**config.mk**
```make
export PLATFORM = sky130hd
export DESIGN_NAME = adcseq_core
export DESIGN_NICKNAME = d
export VERILOG_FILES = /design/src/shared/adcseq_pkg.sv /design/src/adcseq_core.sv
export SDC_FILE = /design/constraint.sdc
export NUM_CORES = 1
export LEC_CHECK = 0
export BUFFER_PORTS_ARGS = -buffer_cell sky130_fd_sc_hd__buf_4
export CAP_MARGIN = 20
export CORE_UTILIZATION = 30
export CTS_CLUSTER_SIZE = 10
export DETAILED_ROUTE_END_ITERATION = 10
export PLACE_DENSITY_LB_ADDON = 0.3
export SLEW_MARGIN = 25
export SYNTH_ARGS = -nofsm -noshare
export SYNTH_HDL_FRONTEND = slang
export SYNTH_SLANG_ARGS = --single-unit
```
**constraint.sdc**
```tcl
create_clock -name aclk -period 3.5 [get_ports aclk]
set_clock_uncertainty 0.05 [all_clocks]
set_input_delay 0.175 -clock aclk [delete_from_list [all_inputs] [get_ports aclk]]
set_output_delay 0.175 -clock aclk [all_outputs]
set_load 0.05 [all_outputs]
```
**src/shared/adcseq_pkg.sv**
```systemverilog
package adcseq_pkg;

  ////////////////////////////////////////////////////////////////////////////
  // Register map, byte addresses on the AXI4-Lite bus
  localparam logic [7:0] ADDR_CTRL = 8'h00;
  localparam logic [7:0] ADDR_SEL = 8'h04;
  localparam logic [7:0] ADDR_RESL = 8'h08;
  localparam logic [7:0] ADDR_RESH = 8'h0c;
  localparam logic [7:0] ADDR_STAT = 8'h10;

  // Control and status word fields
  localparam int CTRL_ENABLE = 0;
  localparam int CTRL_START = 1;
  localparam int CTRL_AUTO = 2;
  localparam int CTRL_FREE = 3;
  localparam int CTRL_DONE = 4;
  localparam int CTRL_IE = 5;
  localparam int CTRL_DIV_LSB = 8;
  localparam int DIV_W = 3;

  // Channel and reference word fields
  localparam int SEL_CH_LSB = 0;
  localparam int CH_W = 5;
  localparam int SEL_REF_LSB = 6;
  localparam int REF_W = 2;

  // Status word fields above the active selection
  localparam int STAT_BUSY = 8;
  localparam int STAT_FIRST = 9;
  localparam int STAT_LOCK = 10;

  // Result layout
  localparam int RES_W = 10;
  localparam int RES_LO_W = 8;
  localparam logic [9:0] FULL_SCALE = 10'h3ff;

  ////////////////////////////////////////////////////////////////////////////
  // Timing, counted in converter clock half cycles (cycles times two)
  localparam int MIN_CPU_KHZ = 100;
  localparam int CLK_PERIOD_NS = 10;
  localparam logic [5:0] NORM_SH_H = 6'h03;   // 1.5 cycles
  localparam logic [5:0] NORM_END_H = 6'h1a;  // 13 cycles
  localparam logic [5:0] FIRST_SH_H = 6'h1d;  // 14.5 cycles
  localparam logic [5:0] FIRST_END_H = 6'h32; // 25 cycles
  localparam logic [5:0] AUTO_SH_H = 6'h04;   // 2 cycles
  localparam logic [5:0] AUTO_END_H = 6'h1b;  // 13.5 cycles
  localparam logic [5:0] LAST_CYCLE_H = 6'h02;

  // AXI responses
  localparam logic [1:0] RESP_OKAY = 2'h0;
  localparam logic [1:0] RESP_SLVERR = 2'h2;

  typedef enum logic [2:0] {
    ST_IDLE = 3'b001,
    ST_WAIT = 3'b010,
    ST_CONV = 3'b100
  } adcseq_state_t;

  typedef struct packed {
    adcseq_state_t state;
    logic enable;
    logic start;
    logic auto_en;
    logic free_run;
    logic done;
    logic ie;
    logic [2:0] div_sel;
    logic [4:0] sel_ch;
    logic [1:0] sel_ref;
    logic [4:0] act_ch;
    logic [1:0] act_ref;
    logic sel_locked;
    logic first;
    logic auto_conv;
    logic res_lock;
    logic [5:0] half;
    logic [7:0] psc_cnt;
    logic psc_phase;
    logic [9:0] result;
    logic trig_s1;
    logic trig_s2;
    logic trig_s3;
    logic trig_level;
    logic sleep_prev;
    logic sample_hold;
    logic conv_active;
    logic irq;
    logic awready;
    logic wready;
    logic aw_got;
    logic w_got;
    logic [7:0] awaddr;
    logic [31:0] wdata;
    logic [3:0] wstrb;
    logic bvalid;
    logic [1:0] bresp;
    logic arready;
    logic rvalid;
    logic [1:0] rresp;
    logic [31:0] rdata;
  } adcseq_regs_t;

  localparam adcseq_regs_t REGS_RESET = '{
    state: ST_IDLE,
    first: 1'b1,
    awready: 1'b1,
    wready: 1'b1,
    arready: 1'b1,
    default: '0
  };

endpackage

```
**src/adcseq_core.sv**
```systemverilog
// Summary of operation
// - Prescaler runs while enabled, held in reset while enable is low.
// - Converter clock is CPU clock divided by 2^(sel+1), sel being the divider select field.
// - Software start begins conversion on next converter clock rising edge.
// - Normal conversion lasts 13 cycles, sample-and-hold at 1.5 cycles.
// - First conversion after enable lasts 25 cycles, sample-and-hold at 14.5, unless trigger-started (then 13.5 and 2).
// - Completion stores result, sets done flag, clears start in single mode.
// - A start after completion begins on the first converter rising edge.
// - Trigger resets prescaler; sample at 2 cycles, conversion 13.5 cycles.
// - Trigger synchronisation adds three CPU clock cycles.
// - Free running restarts right after completion, start bit stays high.
// - Active selection follows buffer until conversion start, then locked.
// - Selection follows buffer again in last cycle before done is set.
// - Free-run selection change after completion applies from the conversion after next.
// - Inputs above reference give full-scale result codes.
// - Sleep entry with CPU halted starts a conversion when idle and armed.
// - Sleep-started conversion raises completion interrupt even after early wake.
// - Trigger edges ignored during conversion; held trigger does not restart.
// - Reading low result byte blocks updates until high byte is read.
// - Start bit reads one for the whole of every conversion.
`timescale 1ns/100ps
module adcseq_core #(
  parameter int ADDR_W = 8
) (
  input wire logic aclk,
  input wire logic aresetn,
  input wire logic [ADDR_W-1:0] s_axi_awaddr,
  input wire logic s_axi_awvalid,
  output logic s_axi_awready,
  input wire logic [31:0] s_axi_wdata,
  input wire logic [3:0] s_axi_wstrb,
  input wire logic s_axi_wvalid,
  output logic s_axi_wready,
  output logic [1:0] s_axi_bresp,
  output logic s_axi_bvalid,
  input wire logic s_axi_bready,
  input wire logic [ADDR_W-1:0] s_axi_araddr,
  input wire logic s_axi_arvalid,
  output logic s_axi_arready,
  output logic [31:0] s_axi_rdata,
  output logic [1:0] s_axi_rresp,
  output logic s_axi_rvalid,
  input wire logic s_axi_rready,
  input wire logic trigger_in,
  input wire logic sleep_idle,
  input wire logic sleep_noise_reduce,
  input wire logic cpu_halted,
  input wire logic [9:0] conv_result,
  input wire logic conv_over_range,
  output logic converter_clk,
  output logic sample_hold,
  output logic conv_active,
  output logic [4:0] active_channel,
  output logic [1:0] active_reference,
  output logic irq
);

  ////////////////////////////////////////////////////////////////////////////
  // Helpers

  // One-hot register select, zero when unmapped
  function automatic logic [4:0] reg_decode(input logic [7:0] a);
    reg_decode = {a == adcseq_pkg::ADDR_STAT, a == adcseq_pkg::ADDR_RESH,
                  a == adcseq_pkg::ADDR_RESL, a == adcseq_pkg::ADDR_SEL,
                  a == adcseq_pkg::ADDR_CTRL};
  endfunction

  // Byte-lane mask from write strobes
  function automatic logic [31:0] lane_mask(input logic [3:0] s);
    lane_mask = {{8{s[3]}}, {8{s[2]}}, {8{s[1]}}, {8{s[0]}}};
  endfunction

  // Control word image
  function automatic logic [31:0] ctrl_word(input adcseq_pkg::adcseq_regs_t q);
    ctrl_word = 32'h0;
    ctrl_word[adcseq_pkg::CTRL_ENABLE] = q.enable;
    ctrl_word[adcseq_pkg::CTRL_START] = q.start;
    ctrl_word[adcseq_pkg::CTRL_AUTO] = q.auto_en;
    ctrl_word[adcseq_pkg::CTRL_FREE] = q.free_run;
    ctrl_word[adcseq_pkg::CTRL_DONE] = q.done;
    ctrl_word[adcseq_pkg::CTRL_IE] = q.ie;
    ctrl_word[adcseq_pkg::CTRL_DIV_LSB +: adcseq_pkg::DIV_W] = q.div_sel;
  endfunction

  // Channel and reference word image
  function automatic logic [31:0] sel_word(input logic [4:0] ch, input logic [1:0] rf);
    sel_word = 32'h0;
    sel_word[adcseq_pkg::SEL_CH_LSB +: adcseq_pkg::CH_W] = ch;
    sel_word[adcseq_pkg::SEL_REF_LSB +: adcseq_pkg::REF_W] = rf;
  endfunction

  adcseq_pkg::adcseq_regs_t r;
  adcseq_pkg::adcseq_regs_t next_r;

  ////////////////////////////////////////////////////////////////////////////
  // Next-state logic
  always_comb begin
    logic [4:0] wsel;
    logic [4:0] rsel;
    logic [31:0] wmask;
    logic [31:0] wset;
    logic [31:0] cw;
    logic [31:0] sw;
    logic [31:0] rword;
    logic [7:0] half_lim;
    logic tick;
    logic rise;
    logic trig_rise;
    logic sleep_now;
    logic sleep_go;
    logic [5:0] h;
    logic [5:0] sh_h;
    logic [5:0] end_h;
    wsel = reg_decode(r.awaddr);
    rsel = reg_decode(s_axi_araddr[7:0]);
    wmask = lane_mask(r.wstrb);
    wset = r.wdata & wmask;
    cw = (ctrl_word(r) & ~wmask) | wset;
    sw = (sel_word(r.sel_ch, r.sel_ref) & ~wmask) | wset;
    rword = 32'h0;
    half_lim = 8'h00;
    tick = 1'b0;
    rise = 1'b0;
    trig_rise = 1'b0;
    sleep_now = 1'b0;
    sleep_go = 1'b0;
    h = r.half + 6'h01;
    sh_h = r.auto_conv ? adcseq_pkg::AUTO_SH_H :
           (r.first ? adcseq_pkg::FIRST_SH_H : adcseq_pkg::NORM_SH_H);
    end_h = r.auto_conv ? adcseq_pkg::AUTO_END_H :
            (r.first ? adcseq_pkg::FIRST_END_H : adcseq_pkg::NORM_END_H);
    next_r = r;
    next_r.sample_hold = 1'b0;

    // Write address and data taken independently
    if (s_axi_awvalid && r.awready) begin
      next_r.aw_got = 1'b1;
      next_r.awaddr = s_axi_awaddr[7:0];
      next_r.awready = 1'b0;
    end
    if (s_axi_wvalid && r.wready) begin
      next_r.w_got = 1'b1;
      next_r.wdata = s_axi_wdata;
      next_r.wstrb = s_axi_wstrb;
      next_r.wready = 1'b0;
    end
    if (s_axi_bready && r.bvalid) begin
      next_r.bvalid = 1'b0;
      next_r.awready = 1'b1;
      next_r.wready = 1'b1;
    end

    // Register write once both halves are held
    if (r.aw_got && r.w_got && !r.bvalid) begin
      next_r.aw_got = 1'b0;
      next_r.w_got = 1'b0;
      next_r.bvalid = 1'b1;
      next_r.bresp = (|wsel) ? adcseq_pkg::RESP_OKAY : adcseq_pkg::RESP_SLVERR;
      if (wsel[0]) begin
        next_r.enable = cw[adcseq_pkg::CTRL_ENABLE];
        next_r.auto_en = cw[adcseq_pkg::CTRL_AUTO];
        next_r.free_run = cw[adcseq_pkg::CTRL_FREE];
        next_r.ie = cw[adcseq_pkg::CTRL_IE];
        next_r.div_sel = cw[adcseq_pkg::CTRL_DIV_LSB +: adcseq_pkg::DIV_W];
        if (wset[adcseq_pkg::CTRL_START]) begin
          next_r.start = 1'b1;
        end
        if (wset[adcseq_pkg::CTRL_DONE]) begin
          next_r.done = 1'b0;
        end
      end
      if (wsel[1]) begin
        next_r.sel_ch = sw[adcseq_pkg::SEL_CH_LSB +: adcseq_pkg::CH_W];
        next_r.sel_ref = sw[adcseq_pkg::SEL_REF_LSB +: adcseq_pkg::REF_W];
      end
    end

    // Read data select
    case (1'b1)
      rsel[0]: rword = ctrl_word(r);
      rsel[1]: rword = sel_word(r.sel_ch, r.sel_ref);
      rsel[2]: rword = {24'h0, r.result[adcseq_pkg::RES_LO_W-1:0]};
      rsel[3]: rword = {30'h0, r.result[adcseq_pkg::RES_W-1:adcseq_pkg::RES_LO_W]};
      rsel[4]: rword = sel_word(r.act_ch, r.act_ref) |
                       {21'h0, r.res_lock, r.first, r.conv_active, 8'h0};
      default: rword = 32'h0;
    endcase

    // Read channel, result byte reads steer the update lock
    if (s_axi_arvalid && r.arready) begin
      next_r.arready = 1'b0;
      next_r.rvalid = 1'b1;
      next_r.rdata = rword;
      next_r.rresp = (|rsel) ? adcseq_pkg::RESP_OKAY : adcseq_pkg::RESP_SLVERR;
      if (rsel[2]) begin
        next_r.res_lock = 1'b1;
      end
      if (rsel[3]) begin
        next_r.res_lock = 1'b0;
      end
    end
    if (s_axi_rready && r.rvalid) begin
      next_r.rvalid = 1'b0;
      next_r.arready = 1'b1;
    end

    // Trigger pin through three flops, level taken when last two agree
    next_r.trig_s1 = trigger_in;
    next_r.trig_s2 = r.trig_s1;
    next_r.trig_s3 = r.trig_s2;
    trig_rise = (r.trig_s2 == r.trig_s3) && r.trig_s3 && !r.trig_level;
    if (r.trig_s2 == r.trig_s3) begin
      next_r.trig_level = r.trig_s3;
    end

    // Sleep entry with the CPU halted
    sleep_now = (sleep_idle || sleep_noise_reduce) && cpu_halted;
    next_r.sleep_prev = sleep_now;
    sleep_go = sleep_now && !r.sleep_prev && !r.auto_en && r.ie;

    // Prescaler, half period of 2^sel CPU cycles
    half_lim = (8'h01 << r.div_sel) - 8'h01;
    tick = (r.psc_cnt == half_lim);
    rise = tick && !r.psc_phase;
    if (tick) begin
      next_r.psc_cnt = 8'h00;
      next_r.psc_phase = !r.psc_phase;
    end else begin
      next_r.psc_cnt = r.psc_cnt + 8'h01;
    end

    // Active selection tracks the buffer while unlocked
    if (!r.sel_locked) begin
      next_r.act_ch = r.sel_ch;
      next_r.act_ref = r.sel_ref;
    end

    // Conversion sequencer
    if (!r.enable) begin
      next_r.psc_cnt = 8'h00;
      next_r.psc_phase = 1'b0;
      next_r.state = adcseq_pkg::ST_IDLE;
      next_r.first = 1'b1;
      // Start written together with enable is kept for the first conversion
      next_r.start = next_r.start && next_r.enable;
      next_r.sel_locked = 1'b0;
      next_r.conv_active = 1'b0;
      next_r.auto_conv = 1'b0;
      next_r.half = 6'h00;
    end else begin
      case (r.state)
        adcseq_pkg::ST_IDLE: begin
          if (r.auto_en && trig_rise) begin
            next_r.psc_cnt = 8'h00;
            next_r.psc_phase = 1'b0;
            next_r.state = adcseq_pkg::ST_CONV;
            next_r.half = 6'h00;
            next_r.auto_conv = 1'b1;
            next_r.start = 1'b1;
            next_r.sel_locked = 1'b1;
            next_r.conv_active = 1'b1;
          end else if (r.start || sleep_go) begin
            next_r.start = 1'b1;
            next_r.state = adcseq_pkg::ST_WAIT;
          end
        end
        adcseq_pkg::ST_WAIT: begin
          if (rise) begin
            next_r.state = adcseq_pkg::ST_CONV;
            next_r.half = 6'h00;
            next_r.auto_conv = 1'b0;
            next_r.sel_locked = 1'b1;
            next_r.conv_active = 1'b1;
          end
        end
        adcseq_pkg::ST_CONV: begin
          // Trigger edges are not looked at here
          if (tick) begin
            next_r.half = h;
            if (h == sh_h) begin
              next_r.sample_hold = 1'b1;
            end
            if (h == end_h - adcseq_pkg::LAST_CYCLE_H) begin
              next_r.sel_locked = 1'b0;
            end
            if (h == end_h) begin
              next_r.done = 1'b1;
              if (!r.res_lock) begin
                next_r.result = conv_over_range ? adcseq_pkg::FULL_SCALE :
                                conv_result;
              end
              next_r.first = 1'b0;
              next_r.auto_conv = 1'b0;
              if (r.auto_en && r.free_run) begin
                next_r.half = 6'h00;
                next_r.sel_locked = 1'b1;
              end else begin
                next_r.state = adcseq_pkg::ST_IDLE;
                next_r.start = 1'b0;
                next_r.conv_active = 1'b0;
              end
            end
          end
        end
        default: begin
          next_r.state = adcseq_pkg::ST_IDLE;
        end
      endcase
    end

    // Completion interrupt request
    next_r.irq = next_r.done && next_r.ie;
  end

  ////////////////////////////////////////////////////////////////////////////
  // State register
  always_ff @(posedge aclk) begin
    if (!aresetn) begin
      r <= adcseq_pkg::REGS_RESET;
    end else begin
      r <= next_r;
    end
  end

  // Outputs straight from the state register
  assign s_axi_awready = r.awready;
  assign s_axi_wready = r.wready;
  assign s_axi_bresp = r.bresp;
  assign s_axi_bvalid = r.bvalid;
  assign s_axi_arready = r.arready;
  assign s_axi_rdata = r.rdata;
  assign s_axi_rresp = r.rresp;
  assign s_axi_rvalid = r.rvalid;
  assign converter_clk = r.psc_phase;
  assign sample_hold = r.sample_hold;
  assign conv_active = r.conv_active;
  assign active_channel = r.act_ch;
  assign active_reference = r.act_ref;
  assign irq = r.irq;

endmodule

```
==> results.sh <==
export IMPL_outcome="completed"
export IMPL_synthArstFlopShare_pct=0
export IMPL_start_util_pct=30.7
export IMPL_clk_path_buf_depth=2
export IMPL_synth_cell_types=69
export IMPL_vdd_drop_max_v=0.000230
export IMPL_max_stage_delay_ns=0.39
export IMPL_p_int_w=0.00184
export IMPL_worstMarginPinSlew_ns=0.772
export IMPL_p_per_area_nw_per_um2=398
export IMPL_cp_slowest_cell="or2_2"
export IMPL_layout_common_cells="dfxtp_1, buf_4, nand2_1"
export IMPL_fin_setup_tns_ns=0
export IMPL_regToRegSetupSlack_ns=0.22
export IMPL_clock_fmax_mhz=305
export IMPL_overflow=0
export IMPL_clk_root_buffer_cell="clkbuf_16"
export IMPL_wire_per_inst_um=14.2
export IMPL_wl_met2_mm=5.80
export IMPL_route_detailed_drc=0
export IMPL_route_met3_wl_um=831
export IMPL_yosysWarnings=0
export IMPL_p_sw_w=0.000634
export IMPL_area_growth_synth_to_final_pct=16.3
export IMPL_die_x_um=135
export IMPL_drtIter0Drc=256
export IMPL_drive_gt1_share_pct=18.4
export IMPL_wl_met1_mm=6.26
export IMPL_hold_path_class="in2reg"
export IMPL_grt_pass1_vias=4085
export IMPL_cts_tree="done"
export IMPL_postRouteWirelength_mm=13.0
export IMPL_final_common_cell="dfxtp_1"
export IMPL_grt_pass1_wl_mm=21.0
export IMPL_diodes=0
export IMPL_synth_area_top_cells="dfxtp_1, buf_4, nand2_1"
export IMPL_seq_power_share_pct=49.5
export IMPL_critPathKind="reg2reg"
export IMPL_cp_required_ns=3.70
export IMPL_fin_crit_sh_pct=93.8
export IMPL_clkPwrFrac_pct=41.5
export IMPL_r2r_cells=13
export IMPL_power_w=0.00247
export IMPL_gp_congestion=0.784
export IMPL_num_fill_cells=1842
export IMPL_cp_max_fo=10
export IMPL_clock_sinks=104
export IMPL_die_y_um=135
export IMPL_antenna_found_initial=0
export IMPL_portBuffers=79
export IMPL_synth_area_leader_cell="dfxtp_1"
export IMPL_syn_avg_cell_area_um2=8.35
export IMPL_max_cap_viol_count=0
export IMPL_yosysTopAreaCellShare_pct=39.0
export IMPL_setup_violations_final=0
export IMPL_crit_chain="or3_1, ha_1, o21ba_2, o311a_4, a311oi_4, nand3_2, inv_1, ha_1, inv_1, o22a_1, or2_2, a211oi_1, o2bb2ai_1"
export IMPL_place_area_um2=5860
export IMPL_synth_enable_flop_cells=0
export IMPL_grt_setup_unrepaired="no"
export IMPL_end_kind="flip-flop"
export IMPL_grt_usage_pct=14.6
export IMPL_setup_ws_ns=0.217
export IMPL_final_min_clock_period_ns=3.28
export IMPL_p_comb_share_pct=9.0
export IMPL_fin_area_um2=6210
export IMPL_cp_endpoint="r[123]$_SDFFE_PN0P_"
export IMPL_swShare_pct=25.6
export IMPL_h_tree_depth=3
export IMPL_dp_hpwl_mm=9.32
export IMPL_crit_path_start_kind="flip-flop"
export IMPL_whs_ns=0.0142
export IMPL_ys_seq_area_share_pct=39.0
export IMPL_rr_endpoint="r[123]$_SDFFE_PN0P_"
export IMPL_syn_inst=639
export IMPL_nets=764
export IMPL_die_area_um2=18300
export IMPL_netlist_area_um2=5330
export IMPL_clk_pin_slew_ns=0.07
export IMPL_hold_violations=0
export IMPL_ys_seq_elements=104
export IMPL_firstDrtPassIters=4
export IMPL_cp_num_buf_inv=2
export IMPL_slew_viol_final=0
export IMPL_maxSlewHeadroom_pct=48.5
export IMPL_cp_top_family="compound AO/OA/AOI/OAI gates"
export IMPL_cts_buffers=9
export IMPL_pre_cts_ws_ns=0.224
export IMPL_postRouteAntennaNets=0
export IMPL_top_layer_used="met4"
export IMPL_grt_max_degree=74
export IMPL_cp_arrival_ns=3.48
export IMPL_num_rows=48
export IMPL_synthFlopType="dfxtp_1"
export IMPL_cp_depth=13
export IMPL_vias=4430
export IMPL_worstSkewPairLatency_ns=0.36
export IMPL_power_leakage_nw=2.44
export IMPL_core_area_um2=17400
export IMPL_io_pins=126
export IMPL_vias_per_cell=4.84
==> cell type report <==
class                      instances  area [µm²]  area share, %
clock inverter                     6        67.6           1.09
tap                              225         282           4.54
clock buffer                      10         229           3.69
multi-input combinational        462        2770           44.7
sequential                       104        2080           33.5
timing repair buffer              96         728           11.7
inverter                          12        45.0          0.726
==> cell families (layout without fill, tap and decap cells) <==
group | count (synthesis) | in the layout | share of synthesized area (%)
compound gates | 145 | 145 | 18.5
mux | 31 | 31 | 5.91
simple gates | 246 | 246 | 22.4
other cells | 1 | 23 | 0.0703
fa+ha+maj | 5 | 5 | 1.17
buf+inv | 95 | 124 | 10.9
flops | 104 | 104 | 39.0
xor+xnor | 12 | 12 | 1.97
==> tightest hold or removal path, delay by kind of cell <==
family	cells	cell delay [ns]
AOI/OAI and AO/OA	1	0.05
and+or+nand+nor	1	0.05
buffers and inverters	1	0.11
==> synth_stat cells (all sizes together) (5+ instances only) <==
master  count
a211oi     13
a21oi      45
a22oi       9
a31oi       7
a41oi      11
and2        6
and3       10
buf        59
clkbuf     24
dfxtp     104
ha          5
inv        11
mux2i      27
nand2      76
nand2b      7
nand3      23
nand4       5
nor2       73
nor2b       8
nor3       12
o21ai      26
xnor2       8
==> routing by layer <==
metal  vias to the layer above  track usage, %
met5                         -               0
met1                      2047            19.6
met2                        94            22.6
met4                         0            3.18
li1                       2281               -
met3                         8            4.86
==> power groups by stage <==
| stage | Clock, W | Combinational (W) | Sequential [W] |
|---|---|---|---|
| after floorplan | 0 | 0.000160 | 0.00126 |
| after detailed placement | 0 | 0.000221 | 0.00125 |
| final | 0.00103 | 0.000223 | 0.00122 |
| after global placement | 0 | 0.000221 | 0.00125 |
| after global routing | 0.00110 | 0.000242 | 0.00123 |
| after CTS | 0.00106 | 0.000225 | 0.00122 |
==> worst min-delay path by stage <==
stage	start	to	slack (ns)	depth (start not counted)
floorplan	s_axi_wvalid	s_axi_wready$_SDFFE_PP1P_	0.23	1
global placement	s_axi_wvalid	s_axi_wready$_SDFFE_PP1P_	0.33	2
detailed placement	s_axi_wvalid	s_axi_wready$_SDFFE_PP1P_	0.33	2
CTS	s_axi_wdata[0]	r[43]$_SDFFE_PN0P_	0.006	3
global route	s_axi_wdata[1]	r[44]$_SDFFE_PN0P_	0.008	3
finish	s_axi_wdata[0]	r[43]$_SDFFE_PN0P_	0.01	3
==> timing repair <==
action | CTS | global route
hold endpoints to repair | 3 | 0
hold buffers | 3 | 0
setup buffers | 0 | 1
resized for setup | 0 | 2
setup endpoints to repair | 0 | 2
==> metrics by stage <==
step | std cells | util, %
after CTS | 914 | 35.6
final | 915 | 35.8
after global routing | 915 | 35.8
after detailed placement | 895 | 33.8
after global placement | 895 | 33.8
after floorplan | 661 | -
(Power assumes the default switching activity.)
